==> config.mk <==
export PLATFORM = sky130hd
export DESIGN_NAME = pic_regs
export DESIGN_NICKNAME = d
export VERILOG_FILES = /design/src/pic_pkg.sv /design/src/pic_regs.sv
export SDC_FILE = /design/constraint.sdc
export NUM_CORES = 1
export LEC_CHECK = 0
export ABC_AREA = 1
export BUFFER_PORTS_ARGS = -buffer_cell sky130_fd_sc_hd__buf_4
export CORE_ASPECT_RATIO = 1.5
export CORE_UTILIZATION = 54
export DETAILED_ROUTE_END_ITERATION = 6
export PLACE_DENSITY = 0.9
export SLEW_MARGIN = 20
export SYNTH_ARGS = -nofsm -noshare
export SYNTH_HDL_FRONTEND = slang
export SYNTH_SLANG_ARGS = --single-unit
export TNS_END_PERCENT = 5
==> constraint.sdc <==
create_clock -name pclk -period 2.7 [get_ports pclk]
set_input_delay 0.54 -clock pclk [delete_from_list [all_inputs] [get_ports pclk]]
set_output_delay 0.54 -clock pclk [all_outputs]
set_load 0.01 [all_outputs]
==> src/pic_pkg.sv <==
package pic_pkg;
  // register offsets (byte addresses = index * 4)
  localparam logic [7:0] IDX_POWER_CONTROL  = 8'h08;
  localparam logic [7:0] IDX_CHANGE_WAKE    = 8'h09;
  localparam logic [7:0] IDX_PC_HIGH_BUFFER = 8'h0A;
  localparam logic [7:0] IDX_PULLDOWN       = 8'h0B;
  localparam logic [7:0] IDX_OPENDRAIN      = 8'h0C;
  localparam logic [7:0] IDX_PULLUP         = 8'h0D;
  localparam logic [7:0] IDX_IRQ_ENABLE     = 8'h0E;
  localparam logic [7:0] IDX_IRQ_FLAGS      = 8'h0F;
  // extra control/status words
  localparam logic [7:0] IDX_CORE_CTRL      = 8'h10;
  localparam logic [7:0] IDX_PIN_STATUS     = 8'h11;
  // field positions
  localparam int BIT_ROPT  = 4;
  localparam int BIT_LVD   = 5;
  localparam int BIT_XSEL  = 6;
  localparam int BIT_WDOG  = 7;
  localparam int BIT_TMR   = 0;
  localparam int BIT_PBC   = 1;
  localparam int BIT_EXT   = 2;
  localparam int BIT_GLB   = 7;
  localparam int BIT_EDGE  = 0;
  // read masks
  localparam logic [7:0] MASK_POWER   = 8'hF0;
  localparam logic [7:0] MASK_ENABLE  = 8'h87;
  localparam logic [7:0] MASK_FLAGS   = 8'h07;
  // reset values
  localparam logic [7:0] RST_POWER    = 8'h00;
  localparam logic [7:0] RST_ZERO     = 8'h00;
  localparam logic [7:0] RST_ONES     = 8'hFF;
  localparam logic       RST_EDGE     = 1'b0;
  localparam logic [31:0] RST_RDATA   = 32'h0000_0000;
endpackage

==> src/pic_regs.sv <==
// Functional notes
// - power_control bits 3:0 read zero.
// - resistor_option_on makes port A pins 0,1 report external resistor presence.
// - power_control bit 5 enables the low voltage detector.
// - ext_irq_pin_select zero blocks the external interrupt path of port B pin 0.
// - external interrupt selection blocks pin 0 change path.
// - port B data bit 0 still shows the external interrupt pin level.
// - power_control bit 7 enables the watchdog timer.
// - change_wake_enables bit n enables change interrupt and wake of pin n.
// - pc_high_buffer holds upper pc bits, width per variant.
// - pulldown_control active low, bits 3:0 port A, 7:4 port B.
// - opendrain_control bit n enables open drain on port B pin n.
// - pullup_control bit n active low enables pull-high on port B pin n.
// - interrupt_enable bits 0,1,2,7; bits 6:3 read zero.
// - wake with global enable zero resumes after the sleep instruction.
// - wake with global enable one branches to interrupt address.
// - taken interrupt clears the global enable.
// - return_from_interrupt sets the global enable again.
// - flag bit 0 sets on timer overflow, held until cleared.
// - flag bit 1 sets on enabled port B change, held until cleared.
// - flag bit 2 sets on selected external pin edge.
// - interrupt_flags bits 7:3 read zero.
// - working_operand is not reachable at any data address.
// - edge select one means rising, zero falling.
// - pull resistors off while the pin is an output.
//
// Local design decision: the APB slave port.
module pic_regs #(
  parameter int PC_HIGH_BITS = 3
) (
  input  wire logic        pclk,
  input  wire logic        presetn,
  input  wire logic        psel,
  input  wire logic        penable,
  input  wire logic        pwrite,
  input  wire logic [11:0] paddr,
  input  wire logic [31:0] pwdata,
  input  wire logic [3:0]  pstrb,
  output logic      [31:0] prdata,
  output logic             pready,
  output logic             pslverr,
  input  wire logic        timer_overflow,
  input  wire logic [7:0]  port_b_pins,
  input  wire logic [1:0]  port_a_r_sense,
  input  wire logic [7:0]  port_b_dir,
  input  wire logic [3:0]  port_a_dir,
  input  wire logic        ext_pin_edge_select,
  input  wire logic        sleeping,
  input  wire logic        return_from_interrupt,
  input  wire logic        operand_load,
  input  wire logic [7:0]  operand_data,
  output logic             watchdog_on_bit,
  output logic             low_voltage_detect_on,
  output logic             resistor_option_on,
  output logic             ext_irq_pin_select,
  output logic [2:0]       pc_high,
  output logic [7:0]       port_b_pullup_on,
  output logic [7:0]       port_b_opendrain_on,
  output logic [3:0]       port_a_pulldown_on,
  output logic [3:0]       port_b_pulldown_on,
  output logic [1:0]       port_a_r_read,
  output logic [7:0]       port_b_data,
  output logic             irq_request,
  output logic             wake_request,
  output logic             wake_to_vector,
  output logic [7:0]       working_operand
);

  logic [7:0] power_control_r;
  logic [7:0] change_wake_enables_r;
  logic [2:0] pc_high_buffer_r;
  logic [7:0] pulldown_control_r;
  logic [7:0] opendrain_control_r;
  logic [7:0] pullup_control_r;
  logic [7:0] interrupt_enable_r;
  logic [7:0] interrupt_flags_r;
  logic       edge_sel_r;
  logic [7:0] pins_prev_r;
  logic [7:0] working_operand_r;
  logic [7:0] rd_nxt;
  logic       mapped;
  logic [7:0] idx;
  logic       wr_en;
  logic       rd_en;
  logic [7:0] wbyte;
  logic [7:0] change_mask;
  logic       pb_change;
  logic       ext_edge;
  logic [2:0] flag_set;
  logic [2:0] pending;
  logic       irq_take;
  logic [2:0] pc_mask;

  assign idx   = paddr[9:2];
  assign wr_en = psel && penable && pwrite && pstrb[0];
  assign rd_en = psel && !penable && !pwrite;
  assign wbyte = pwdata[7:0];
  assign pc_mask = 3'((4'h1 << PC_HIGH_BITS) - 4'h1);

  // address decode; working_operand has no address
  always_comb begin
    rd_nxt = 8'h00;
    mapped = 1'b1;
    if (paddr[11:10] != 2'b00 || paddr[1:0] != 2'b00) begin
      mapped = 1'b0;
    end else if (idx == pic_pkg::IDX_POWER_CONTROL) begin
      rd_nxt = power_control_r & pic_pkg::MASK_POWER;
    end else if (idx == pic_pkg::IDX_CHANGE_WAKE) begin
      rd_nxt = change_wake_enables_r;
    end else if (idx == pic_pkg::IDX_PC_HIGH_BUFFER) begin
      rd_nxt = {5'h00, pc_high_buffer_r};
    end else if (idx == pic_pkg::IDX_PULLDOWN) begin
      rd_nxt = pulldown_control_r;
    end else if (idx == pic_pkg::IDX_OPENDRAIN) begin
      rd_nxt = opendrain_control_r;
    end else if (idx == pic_pkg::IDX_PULLUP) begin
      rd_nxt = pullup_control_r;
    end else if (idx == pic_pkg::IDX_IRQ_ENABLE) begin
      rd_nxt = interrupt_enable_r & pic_pkg::MASK_ENABLE;
    end else if (idx == pic_pkg::IDX_IRQ_FLAGS) begin
      rd_nxt = interrupt_flags_r & pic_pkg::MASK_FLAGS;
    end else if (idx == pic_pkg::IDX_CORE_CTRL) begin
      rd_nxt = {7'h00, edge_sel_r};
    end else if (idx == pic_pkg::IDX_PIN_STATUS) begin
      rd_nxt = port_b_pins;
    end else begin
      mapped = 1'b0;
    end
  end

  // pin change and edge detection
  assign change_mask = change_wake_enables_r
                     & ~{7'h00, power_control_r[pic_pkg::BIT_XSEL]};
  assign pb_change = |((port_b_pins ^ pins_prev_r) & change_mask);
  assign ext_edge = power_control_r[pic_pkg::BIT_XSEL]
                  && (edge_sel_r ? (port_b_pins[0] && !pins_prev_r[0])
                                 : (!port_b_pins[0] && pins_prev_r[0]));
  assign flag_set = {ext_edge, pb_change, timer_overflow};
  assign pending = interrupt_flags_r[2:0] & interrupt_enable_r[2:0];
  assign irq_take = interrupt_enable_r[pic_pkg::BIT_GLB] && (|pending);

  always_ff @(posedge pclk or negedge presetn) begin
    if (!presetn) begin
      pins_prev_r <= pic_pkg::RST_ZERO;
    end else begin
      pins_prev_r <= port_b_pins;
    end
  end

  // apb answer: zero wait states, error on unmapped word
  always_ff @(posedge pclk or negedge presetn) begin
    if (!presetn) begin
      prdata  <= pic_pkg::RST_RDATA;
      pready  <= 1'b0;
      pslverr <= 1'b0;
    end else begin
      pready  <= psel && !penable;
      pslverr <= psel && !penable && !mapped;
      if (rd_en) begin
        prdata <= {24'h000000, rd_nxt};
      end
    end
  end

  logic xfer_ok;
  assign xfer_ok = psel && penable && pready && !pslverr;
  logic wr_ok;
  assign wr_ok = wr_en && xfer_ok;

  always_ff @(posedge pclk or negedge presetn) begin
    if (!presetn) begin
      power_control_r <= pic_pkg::RST_POWER;
    end else if (wr_ok && idx == pic_pkg::IDX_POWER_CONTROL) begin
      power_control_r <= wbyte & pic_pkg::MASK_POWER;
    end
  end

  always_ff @(posedge pclk or negedge presetn) begin
    if (!presetn) begin
      change_wake_enables_r <= pic_pkg::RST_ZERO;
    end else if (wr_ok && idx == pic_pkg::IDX_CHANGE_WAKE) begin
      change_wake_enables_r <= wbyte;
    end
  end

  always_ff @(posedge pclk or negedge presetn) begin
    if (!presetn) begin
      pc_high_buffer_r <= 3'h0;
    end else if (wr_ok && idx == pic_pkg::IDX_PC_HIGH_BUFFER) begin
      pc_high_buffer_r <= wbyte[2:0] & pc_mask;
    end
  end

  always_ff @(posedge pclk or negedge presetn) begin
    if (!presetn) begin
      pulldown_control_r <= pic_pkg::RST_ONES;
    end else if (wr_ok && idx == pic_pkg::IDX_PULLDOWN) begin
      pulldown_control_r <= wbyte;
    end
  end

  always_ff @(posedge pclk or negedge presetn) begin
    if (!presetn) begin
      opendrain_control_r <= pic_pkg::RST_ZERO;
    end else if (wr_ok && idx == pic_pkg::IDX_OPENDRAIN) begin
      opendrain_control_r <= wbyte;
    end
  end

  always_ff @(posedge pclk or negedge presetn) begin
    if (!presetn) begin
      pullup_control_r <= pic_pkg::RST_ONES;
    end else if (wr_ok && idx == pic_pkg::IDX_PULLUP) begin
      pullup_control_r <= wbyte;
    end
  end

  always_ff @(posedge pclk or negedge presetn) begin
    if (!presetn) begin
      edge_sel_r <= pic_pkg::RST_EDGE;
    end else if (wr_ok && idx == pic_pkg::IDX_CORE_CTRL) begin
      edge_sel_r <= wbyte[pic_pkg::BIT_EDGE];
    end
  end

  // interrupt enable with hardware global clear / set
  always_ff @(posedge pclk or negedge presetn) begin
    if (!presetn) begin
      interrupt_enable_r <= pic_pkg::RST_ZERO;
    end else begin
      if (wr_ok && idx == pic_pkg::IDX_IRQ_ENABLE) begin
        interrupt_enable_r <= wbyte & pic_pkg::MASK_ENABLE;
      end
      if (return_from_interrupt) begin
        interrupt_enable_r[pic_pkg::BIT_GLB] <= 1'b1;
      end else if (irq_take) begin
        interrupt_enable_r[pic_pkg::BIT_GLB] <= 1'b0;
      end
    end
  end

  always_ff @(posedge pclk or negedge presetn) begin
    if (!presetn) begin
      interrupt_flags_r <= pic_pkg::RST_ZERO;
    end else if (wr_ok && idx == pic_pkg::IDX_IRQ_FLAGS) begin
      interrupt_flags_r <= (wbyte & pic_pkg::MASK_FLAGS) | {5'h00, flag_set};
    end else begin
      interrupt_flags_r <= interrupt_flags_r | {5'h00, flag_set};
    end
  end

  always_ff @(posedge pclk or negedge presetn) begin
    if (!presetn) begin
      working_operand_r <= pic_pkg::RST_ZERO;
    end else if (operand_load) begin
      working_operand_r <= operand_data;
    end
  end

  // registered control outputs, one flop group per concern
  always_ff @(posedge pclk or negedge presetn) begin
    if (!presetn) begin
      watchdog_on_bit <= 1'b0;
    end else begin
      watchdog_on_bit <= power_control_r[pic_pkg::BIT_WDOG];
    end
  end

  always_ff @(posedge pclk or negedge presetn) begin
    if (!presetn) begin
      low_voltage_detect_on <= 1'b0;
    end else begin
      low_voltage_detect_on <= power_control_r[pic_pkg::BIT_LVD];
    end
  end

  always_ff @(posedge pclk or negedge presetn) begin
    if (!presetn) begin
      resistor_option_on <= 1'b0;
    end else begin
      resistor_option_on <= power_control_r[pic_pkg::BIT_ROPT];
    end
  end

  always_ff @(posedge pclk or negedge presetn) begin
    if (!presetn) begin
      ext_irq_pin_select <= 1'b0;
    end else begin
      ext_irq_pin_select <= power_control_r[pic_pkg::BIT_XSEL];
    end
  end

  always_ff @(posedge pclk or negedge presetn) begin
    if (!presetn) begin
      pc_high <= 3'h0;
    end else begin
      pc_high <= pc_high_buffer_r;
    end
  end

  always_ff @(posedge pclk or negedge presetn) begin
    if (!presetn) begin
      port_b_pullup_on <= 8'h00;
    end else begin
      port_b_pullup_on <= ~pullup_control_r & port_b_dir;
    end
  end

  always_ff @(posedge pclk or negedge presetn) begin
    if (!presetn) begin
      port_b_opendrain_on <= 8'h00;
    end else begin
      port_b_opendrain_on <= opendrain_control_r;
    end
  end

  always_ff @(posedge pclk or negedge presetn) begin
    if (!presetn) begin
      port_a_pulldown_on <= 4'h0;
    end else begin
      port_a_pulldown_on <= ~pulldown_control_r[3:0] & port_a_dir;
    end
  end

  always_ff @(posedge pclk or negedge presetn) begin
    if (!presetn) begin
      port_b_pulldown_on <= 4'h0;
    end else begin
      port_b_pulldown_on <= ~pulldown_control_r[7:4] & port_b_dir[3:0];
    end
  end

  // resistor present to ground reads zero, absent reads one
  always_ff @(posedge pclk or negedge presetn) begin
    if (!presetn) begin
      port_a_r_read <= 2'h0;
    end else begin
      port_a_r_read <= power_control_r[pic_pkg::BIT_ROPT] ? ~port_a_r_sense : 2'h0;
    end
  end

  always_ff @(posedge pclk or negedge presetn) begin
    if (!presetn) begin
      port_b_data <= 8'h00;
    end else begin
      port_b_data <= port_b_pins;
    end
  end

  always_ff @(posedge pclk or negedge presetn) begin
    if (!presetn) begin
      irq_request <= 1'b0;
    end else begin
      irq_request <= interrupt_enable_r[pic_pkg::BIT_GLB] && (|pending);
    end
  end

  always_ff @(posedge pclk or negedge presetn) begin
    if (!presetn) begin
      wake_request <= 1'b0;
    end else begin
      wake_request <= sleeping && (|pending);
    end
  end

  always_ff @(posedge pclk or negedge presetn) begin
    if (!presetn) begin
      wake_to_vector <= 1'b0;
    end else begin
      wake_to_vector <= sleeping && (|pending) && interrupt_enable_r[pic_pkg::BIT_GLB];
    end
  end

  always_ff @(posedge pclk or negedge presetn) begin
    if (!presetn) begin
      working_operand <= 8'h00;
    end else begin
      working_operand <= working_operand_r;
    end
  end

endmodule

After elaboration in Yosys (flattened, before gate mapping)
Index checks and enable logic that the tools add are counted.
{ "word_totals": {"reg_bits": 122, "latch_bits": 0, "mem_bits_rw": 0, "mem_bits_ro": 0, "input_bits": 88, "output_inout_bits": 86, "wordCells": 117, "mem_count": 0} }
{ "op_classes": {"n_addsub": 0, "n_mul": 0, "div": 0, "n_lt_le_gt_ge": 0, "n_eq_ne": 10, "shift": 0, "n_mux": 28, "bitwise_logic": 14, "n_reduce_logical": 36} }
{ "op_table": {"columns": ["op", "n"], "rows": [
  ["8-bit two-way mux", 13],
  ["8-bit by 4-bit equality test with 1-bit output, second input constant", 8],
  ["8-bit bitwise AND", 3],
  ["1-bit logical AND", 24],
  ["8-bit by 5-bit equality test with 1-bit output, second input constant", 2],
  ["1-bit two-way mux", 14],
  ["4-bit bitwise AND", 2],
  ["1-bit inverter with 8-bit output", 1],
  ["4-bit inverter", 2],
  ["8-bit inverter", 1],
  ["8-bit by 3-bit OR with 8-bit output", 1],
  ["8-bit OR reduction", 1],
  ["8-bit bitwise XOR", 1],
  ["1-bit zero test", 6],
  ["2-bit nonzero test", 2],
  ["3-bit bitwise AND", 1],
  ["3-bit OR", 1],
  ["3-bit nonzero test", 1],
  ["3-bit OR reduction", 1],
  ["2-bit two-way mux", 1],
  ["2-bit inverter", 1],
  ["1-bit logical OR", 1]
]} }

Depth between registers and ports, before layout
Gate-level depths: netlist of run 1.
{ "depth": {"ltp_word": 14, "ltp_mapped": 12, "depth_no_buf": 12} }

Worst setup path after synthesis of run 1
No wires, ideal clock.
{ "synth_timing": {"path_type": "input to register", "start": "input port paddr[7]", "end": "register opendrain_control_r[5]", "setup_ns": 0.121, "arrival_ns": 1.488, "required_ns": 2.579, "slack_ns": 1.091, "path_stages": 9, "n_path_buf": 1, "cell_sequence": "nor2_1 -> nand2_2 -> nor2_4 -> inv_2 -> nor2_4 -> nand2_2 -> buf_6 -> nand2_1 -> o21ai_2"} }
{ "synth_via": {"elab_chain_len": 2} }
{ "synth_rtl": {"columns": ["item", "line_no", "source"], "rows": [
  ["start: declaration", "pic_regs.sv:36", "input wire logic [11:0] paddr,"],
  ["8-bit by 4-bit equality test with 1-bit output", "pic_regs.sv:205", "end else if (wr_ok && idx == pic_pkg::IDX_OPENDRAIN) begin"],
  ["1-bit logical AND", "pic_regs.sv:205", null],
  ["end signal: assignment", "pic_regs.sv:204", "opendrain_control_r <= pic_pkg::RST_ZERO;"],
  ["end signal: assignment", "pic_regs.sv:206", "opendrain_control_r <= wbyte;"],
  ["end: declaration", "pic_regs.sv:73", "logic [7:0] opendrain_control_r;"]
]} }
No other way between the ends.
A chain may end at the register's enable or synchronous reset.

Final worst setup path of run 1
{ "layout_timing": {"start": "input port paddr[11]", "end": "register prdata[2]"} }
{ "layout_via": {"elab_chain_len": 3} }
{ "layout_rtl": {"columns": ["item", "line_no", "source"], "rows": [
  ["2-bit nonzero test", "pic_regs.sv:104", "if (paddr[11:10] != 2'b00 || paddr[1:0] != 2'b00) begin"],
  ["1-bit logical OR", "pic_regs.sv:104", null],
  ["8-bit two-way mux", "pic_regs.sv:104", null],
  ["end signal: assignment", "pic_regs.sv:153", "prdata <= pic_pkg::RST_RDATA;"],
  ["end signal: assignment", "pic_regs.sv:160", "prdata <= {24'h000000, rd_nxt};"],
  ["end: declaration", "pic_regs.sv:39", "output logic [31:0] prdata,"]
]} }
No other way between the ends.

==> results of run 1 <==
## path summary, 6_finish.rpt
kind                                             startpoint                                 end  cells after the start
hold reg to reg            working_operand_r[3]$_DFFE_PN0P_        working_operand[3]$_DFF_PN0_                      0
setup reg to reg                          pslverr$_DFF_PN0_  opendrain_control_r[0]$_DFFE_PN0P_                      6
setup / recovery                                  paddr[11]               prdata[2]$_DFFE_PN0P_                      8
min in group pclk                            port_b_pins[5]            port_b_data[5]$_DFF_PN0_                      1
hold / removal                                      presetn     pc_high_buffer_r[2]$_DFFE_PN0P_                      1
max in group asynchronous                           presetn     pullup_control_r[5]$_DFFE_PN1P_                      2
## where the power goes
group | leakage [nW] | total (mW) | switching, mW | internal, mW
Clock | 0.283 | 2.15 | 0.754 | 1.39
Combinational | 1.68 | 0.323 | 0.183 | 0.140
Sequential | 1.46 | 1.84 | 0.0263 | 1.81
Total | 3.42 | 4.31 | 0.964 | 3.35
## state kept, by name (all words and copies together), names as in the netlist, 2 cells and up
register,cells
port_a_pulldown_on,4
port_b_opendrain_on,8
port_b_data,8
working_operand_r,8
port_a_r_read,2
pullup_control_r,8
port_b_pulldown_on,4
pc_high_buffer_r,3
prdata,8
opendrain_control_r,8
power_control_r,4
interrupt_enable_r,4
port_b_pullup_on,8
change_wake_enables_r,8
working_operand,8
pc_high,3
interrupt_flags_r,3
pulldown_control_r,8
## layout by cell type, fill, tap and decap left out, drive strengths merged, types with 4 or more instances in the layout
cell type | synthesis | final
o21ai | 54 | 54
mux2 | 8 | 8
nand4 | 6 | 6
inv | 58 | 58
nand3 | 32 | 32
conb | 1 | 24
nor2 | 44 | 44
dfstp | 16 | 16
a21oi | 17 | 17
clkinv | 0 | 7
buf | 28 | 125
dfrtp | 101 | 101
xor2 | 4 | 4
clkbuf | 2 | 22
nand2 | 126 | 126
## stage by stage
step	hold slack [ps]	instances	worst slack, ps	cell area, µm²	util [%]
detailed placement	363	741	620	5990	67.0
global route	248	773	863	6560	73.4
global placement	357	741	726	5990	67.0
floorplan	244	536	1090	5120	-
CTS	205	773	989	6560	73.4
finish	190	773	1010	6560	73.4
## routing by layer
metal / track usage (%) / vias to the layer above / routed length, µm
li1: - / 1883 / -
met1: 30.7 / 1921 / 4400
met2: 47.6 / 178 / 6600
met3: 6.87 / 26 / 871
met4: 15.7 / 0 / 361
met5: 0 / - / 0
## logic make-up after synthesis
logic type | after synthesis | synth area share (%)
AO/OA/AOI/OAI | 78 | 9.25
XOR/XNOR | 4 | 0.696
adder cells (fa/ha/maj) | 2 | 0.497
buffers and inverters | 88 | 8.80
flip-flops | 117 | 58.6
multiplexers | 8 | 1.79
other | 1 | 0.0745
AND/OR/NAND/NOR | 215 | 20.3
## cell type report
cell class,instances,area (µm²),area share (%)
clock buffers,22,464,7.08
repair buffers,125,951,14.5
well taps,110,138,2.10
clock inverters,10,106,1.62
flip-flops and latches,117,2950,45.0
inverters,58,220,3.36
multi-input cells,331,1730,26.4
==> results.txt, run 1 <==
status = finished clean
worst-margin pin slew = 715 ps
final setup TNS = 0 ps
Yosys top cell area share = 50.2%
vias in the first global route = 4171
final antenna-violating net count = 0
Chip Height = 120 µm
Netlist cell types = 37
Final Hold Viols = 0
initial core utilization = 56.3%
first-pass GRT wire length = 19.7 mm
Port Buf Inserts = 121
top cells by area, synth = dfrtp_1 50%, nand2_1 8.6%, dfstp_2 8.4%
Pwr Total = 4.31 mW
Site Rows = 42
worst path bufs/invs = 2
Netlist Area Pre-Place = 5030 µm²
first-iteration detailed-routing DRC count = 230
element type at the critical path start = input pin
arrival time at the worst endpoint = 2030 ps
total grt overflow = 0
pin count of the biggest net entering global routing = 58
Max Fclk = 0.593 GHz
Via density = 5.18
Diodes inserted = 0
Global Route Usage Sum = 27.8%
crit-path most repeated cell = nand2_1
CP delay by family, top = simple AND/OR/NAND/NOR gates
area grow syn2layout = 30.3%
H-tree levels = 4
sequential cell area fraction in the yosys report = 58.6%
CP Data Required Time = 3050 ps
Peak VDD IR = 0.000460 V
dominant cell type by area after synthesis = dfrtp_1
routed via count = 4008
Syn Area/Cell = 9.81 µm²
ys async rst share = 100%
RSZ-0062 raised after global routing = false
most numerous cell in the Yosys netlist = nand2_1
Slew HR = 52.3%
core outline area = 8930 µm²
power per standard cell area = 657 nW/µm²
commonest cells in the netlist = 115 x nand2_1, 101 x dfrtp_1, 52 x inv_1
DRT Pass-1 Iters = 5
fill cell count = 623
HP Class = input pin to async pin
root buffer cell = clkbuf_16
R2R Setup Slk = 1070 ps
DRC errors left = 0
Routed WL = 12.2 mm
Crit Path Category = input pin to flip-flop
Final HPWL DP = 9.10 mm
leakage = 3.42 nW
Max-cap violations = 0
Placer Congestion = 0.899
critical path endpoint category = flip-flop
maximum fanout along the worst path = 4
Layout Skew = 5.27 ps
crit-path cells = buf_4 -> nor4_1 -> nand2_1 -> nor2_2 -> o21ai_0 -> inv_1 -> nand2_1 -> nand2_1
post-CTS setup buffers = 0
initial antenna violation count = 0
post-CTS sizing = 0
top_reg_cell synth = dfrtp_1
Final nets = 740
Final Cycle Share = 62.4%
post-synthesis register bit count = 117
number of synthesis warnings = 0
Die Width = 80.8 µm
CTS clk-pin slew, worst paths = 50 ps
CP peak stage delay = 560 ps
slowest stage cell, crit path = nor4_1
CTS tree = done
CTS Buf Count = 17
Clock Sinks = 117
share of layout cells above drive strength 1 = 33.9%
max-slew violation count = 0
EDFF count, synth = 0
post-DR wirelength/cell = 15.8 µm
Gate Count Post-Synth = 513
IO Pins = 174
Max clock buf depth = 2
post-layout minimum cycle time = 1690 ps
Clk Latency, worst-skew pair = 410 ps
final setup vio count = 0
CTS Hold Bufs = 0
Die ar. = 9720 µm²
Note: power is estimated with default switching activity, not from simulation.
==> inputs of run 2 (changes only) <==
--- a/config.mk
+++ b/config.mk
@@ -8,9 +8,9 @@
 export ABC_AREA = 1
 export BUFFER_PORTS_ARGS = -buffer_cell sky130_fd_sc_hd__buf_4
 export CORE_ASPECT_RATIO = 1.5
-export CORE_UTILIZATION = 54
+export CORE_UTILIZATION = 50
 export DETAILED_ROUTE_END_ITERATION = 6
-export PLACE_DENSITY = 0.9
+export PLACE_DENSITY = 0.85
 export SLEW_MARGIN = 20
 export SYNTH_ARGS = -nofsm -noshare
 export SYNTH_HDL_FRONTEND = slang
==> constraint.sdc (replaced) <==
create_clock -name pclk -period 1.64 [get_ports pclk]
set_input_delay 0.328 -clock pclk [delete_from_list [all_inputs] [get_ports pclk]]
set_output_delay 0.328 -clock pclk [all_outputs]
set_load 0.01 [all_outputs]
==> results.txt, run 2 (same netlist as run 1, synthesis figures left out) <==
CTS Buf Count = 17
critical path endpoint category = flip-flop
root buffer cell = clkbuf_16
Final HPWL DP = 9.23 mm
Placer Congestion = 0.911
initial antenna violation count = 0
final setup vio count = 0
Global Route Usage Sum = 25.7%
post-DR wirelength/cell = 15.5 µm
Layout Skew = 6.51 ps
RSZ-0062 raised after global routing = true
Die ar. = 10500 µm²
hold_ws = 48.8 ps
worst hold start = port_b_pins[5]
power per standard cell area = 1090 nW/µm²
share of layout cells above drive strength 1 = 35.8%
sequential power share = 41.0%
final antenna-violating net count = 0
Max Fclk = 0.669 GHz
pin count of the biggest net entering global routing = 39
CP Data Required Time = 1920 ps
fin area = 6790 µm²
Hold Path Stages = 1
max-slew violation count = 0
Diodes inserted = 0
failing checks = design-rule violations
Logic pwr share = 7.5%
Max-cap violations = 0
Routed WL = 12.4 mm
Port Buf Inserts = 121
HP Class = input pin to flip-flop
DP Area = 6160 µm²
initial core utilization = 51.7%
commonest non-fill, non-tap cell in the layout = buf_4
R2R Setup Slk = 150 ps
Final nets = 762
crit-path cells = nor2_1 -> nand3_2 -> nor2_4 -> buf_4 -> nand2_1 -> nand2_1 -> o21ai_0
Die Width = 83.9 µm
Final Hold Viols = 0
leakage = 3.55 nW
crit-path most repeated cell = nand2_1
fill cell count = 716
H-tree levels = 4
commonest non-fill, non-tap cells in the layout = 144 x buf_4, 115 x nand2_1, 101 x dfrtp_1
Pwr Total = 7.38 mW
Sw Share = 21.3%
IO Pins = 174
Site Rows = 44
post-layout minimum cycle time = 1490 ps
Max clock buf depth = 2
DRT Pass-1 Iters = 7
DRC errors left = 18
core outline area = 9740 µm²
first-pass GRT wire length = 20.5 mm
vias in the first global route = 4315
worst path bufs/invs = 1
slowest stage cell, crit path = dfrtp_1
RR Endpoint = pc_high_buffer_r[0]$_DFFE_PN0P_
maximum fanout along the worst path = 6
worst hold endpoint = port_b_data[5]$_DFF_PN0_
CP peak stage delay = 370 ps
total net switching power = 1.57 mW
CTS clk-pin slew, worst paths = 50 ps
Peak VDD IR = 0.000904 V
status = finished, violations left
Crit Path Category = flip-flop to flip-flop
CP delay by family, top = simple AND/OR/NAND/NOR gates
Chip Height = 125 µm
total grt overflow = 0
arrival time at the worst endpoint = 1770 ps
Clk Latency, worst-skew pair = 410 ps
routed via count = 4138
R2R Path Start = pslverr$_DFF_PN0_
Pint = 5.80 mW
CTS tree = done
r2r worst-path depth = 7
Clock Sinks = 117
area grow syn2layout = 34.8%
Final Cycle Share = 91.1%
Clock power frac = 51.5%
element type at the critical path start = flip-flop
final setup TNS = 0 ps
Via density = 5.17
first-iteration detailed-routing DRC count = 290
[run 2: cell count changes in the layout (fill, tap and decap cells not counted), sizes merged]
cell / change
buf: +21
bufinv: +2
clkbuf: +1
clkinv: -3
dlygate4sd3: +1
[run 2: area by class of cell]
cell class	count	area, µm²	share of cell area, %
clock buffers	23	458	6.75
repair buffers	147	1130	16.7
clock inverters	9	151	2.23
multi-input cells	331	1730	25.6
inverters	58	220	3.24
well taps	115	144	2.12
flip-flops and latches	117	2950	43.4
[run 2: power by group through the flow]
stage / clock network, mW / registers [mW] / logic [mW]
after global routing: 3.95 / 3.03 / 0.611
final: 3.80 / 3.02 / 0.555
after detailed placement: 0 / 3.07 / 0.555
after floorplan: 0 / 3.09 / 0.213
after CTS: 3.84 / 3.02 / 0.561
after global placement: 0 / 3.06 / 0.539
[run 2: routing by layer]
| layer | GRT usage [%] | part of all wire [%] | up-vias |
|---|---|---|---|
| li1 | - | - | 1925 |
| met1 | 27.8 | 36 | 1979 |
| met2 | 45.3 | 54 | 196 |
| met3 | 6.89 | 6.4 | 38 |
| met4 | 13.6 | 3.4 | 0 |
| met5 | 0 | 0 | - |
[run 2: metrics by stage]
stage                     setup WS, ps  util [%]  instances
after floorplan                    231         -        536
after global placement           -8.58      63.2        767
after detailed placement         -33.0      63.2        767
after CTS                          116      69.6        800
after global routing             -10.3      69.6        800
final                              146      69.6        800
[run 2: what timing repair did]
| action | 4_1_cts | 5_1_grt |
|---|---|---|
| hold endpoints to repair | 21 | 0 |
| resized for setup | 0 | 1 |
| endpoints found under the setup margin | 0 | 1 |
| setup buffers | 0 | 0 |
| hold buffers | 1 | 0 |
[run 2: worst register-to-register path: cells and delay by family, from the launching register on]
kind / cells / cell delay (ps)
buffers and inverters: 1 / 180
flip-flops: 1 / 370
AO/OA/AOI/OAI: 1 / 90
AND/OR/NAND/NOR: 5 / 720
[run 2: worst max path at each step]
stage	startpoint	endpoint	slack, ps	cells after the start
2_1_floorplan	pslverr$_DFF_PN0_	interrupt_flags_r[0]$_DFF_PN0_	230	6
3_3_place_gp	paddr[7]	prdata[3]$_DFFE_PN0P_	-9	11
3_5_place_dp	paddr[7]	prdata[3]$_DFFE_PN0P_	-30	11
4_1_cts	pslverr$_DFF_PN0_	interrupt_flags_r[2]$_DFF_PN0_	120	6
5_1_grt	pslverr$_DFF_PN0_	pc_high_buffer_r[0]$_DFFE_PN0P_	-10	7
6_report	pslverr$_DFF_PN0_	pc_high_buffer_r[0]$_DFFE_PN0P_	150	7
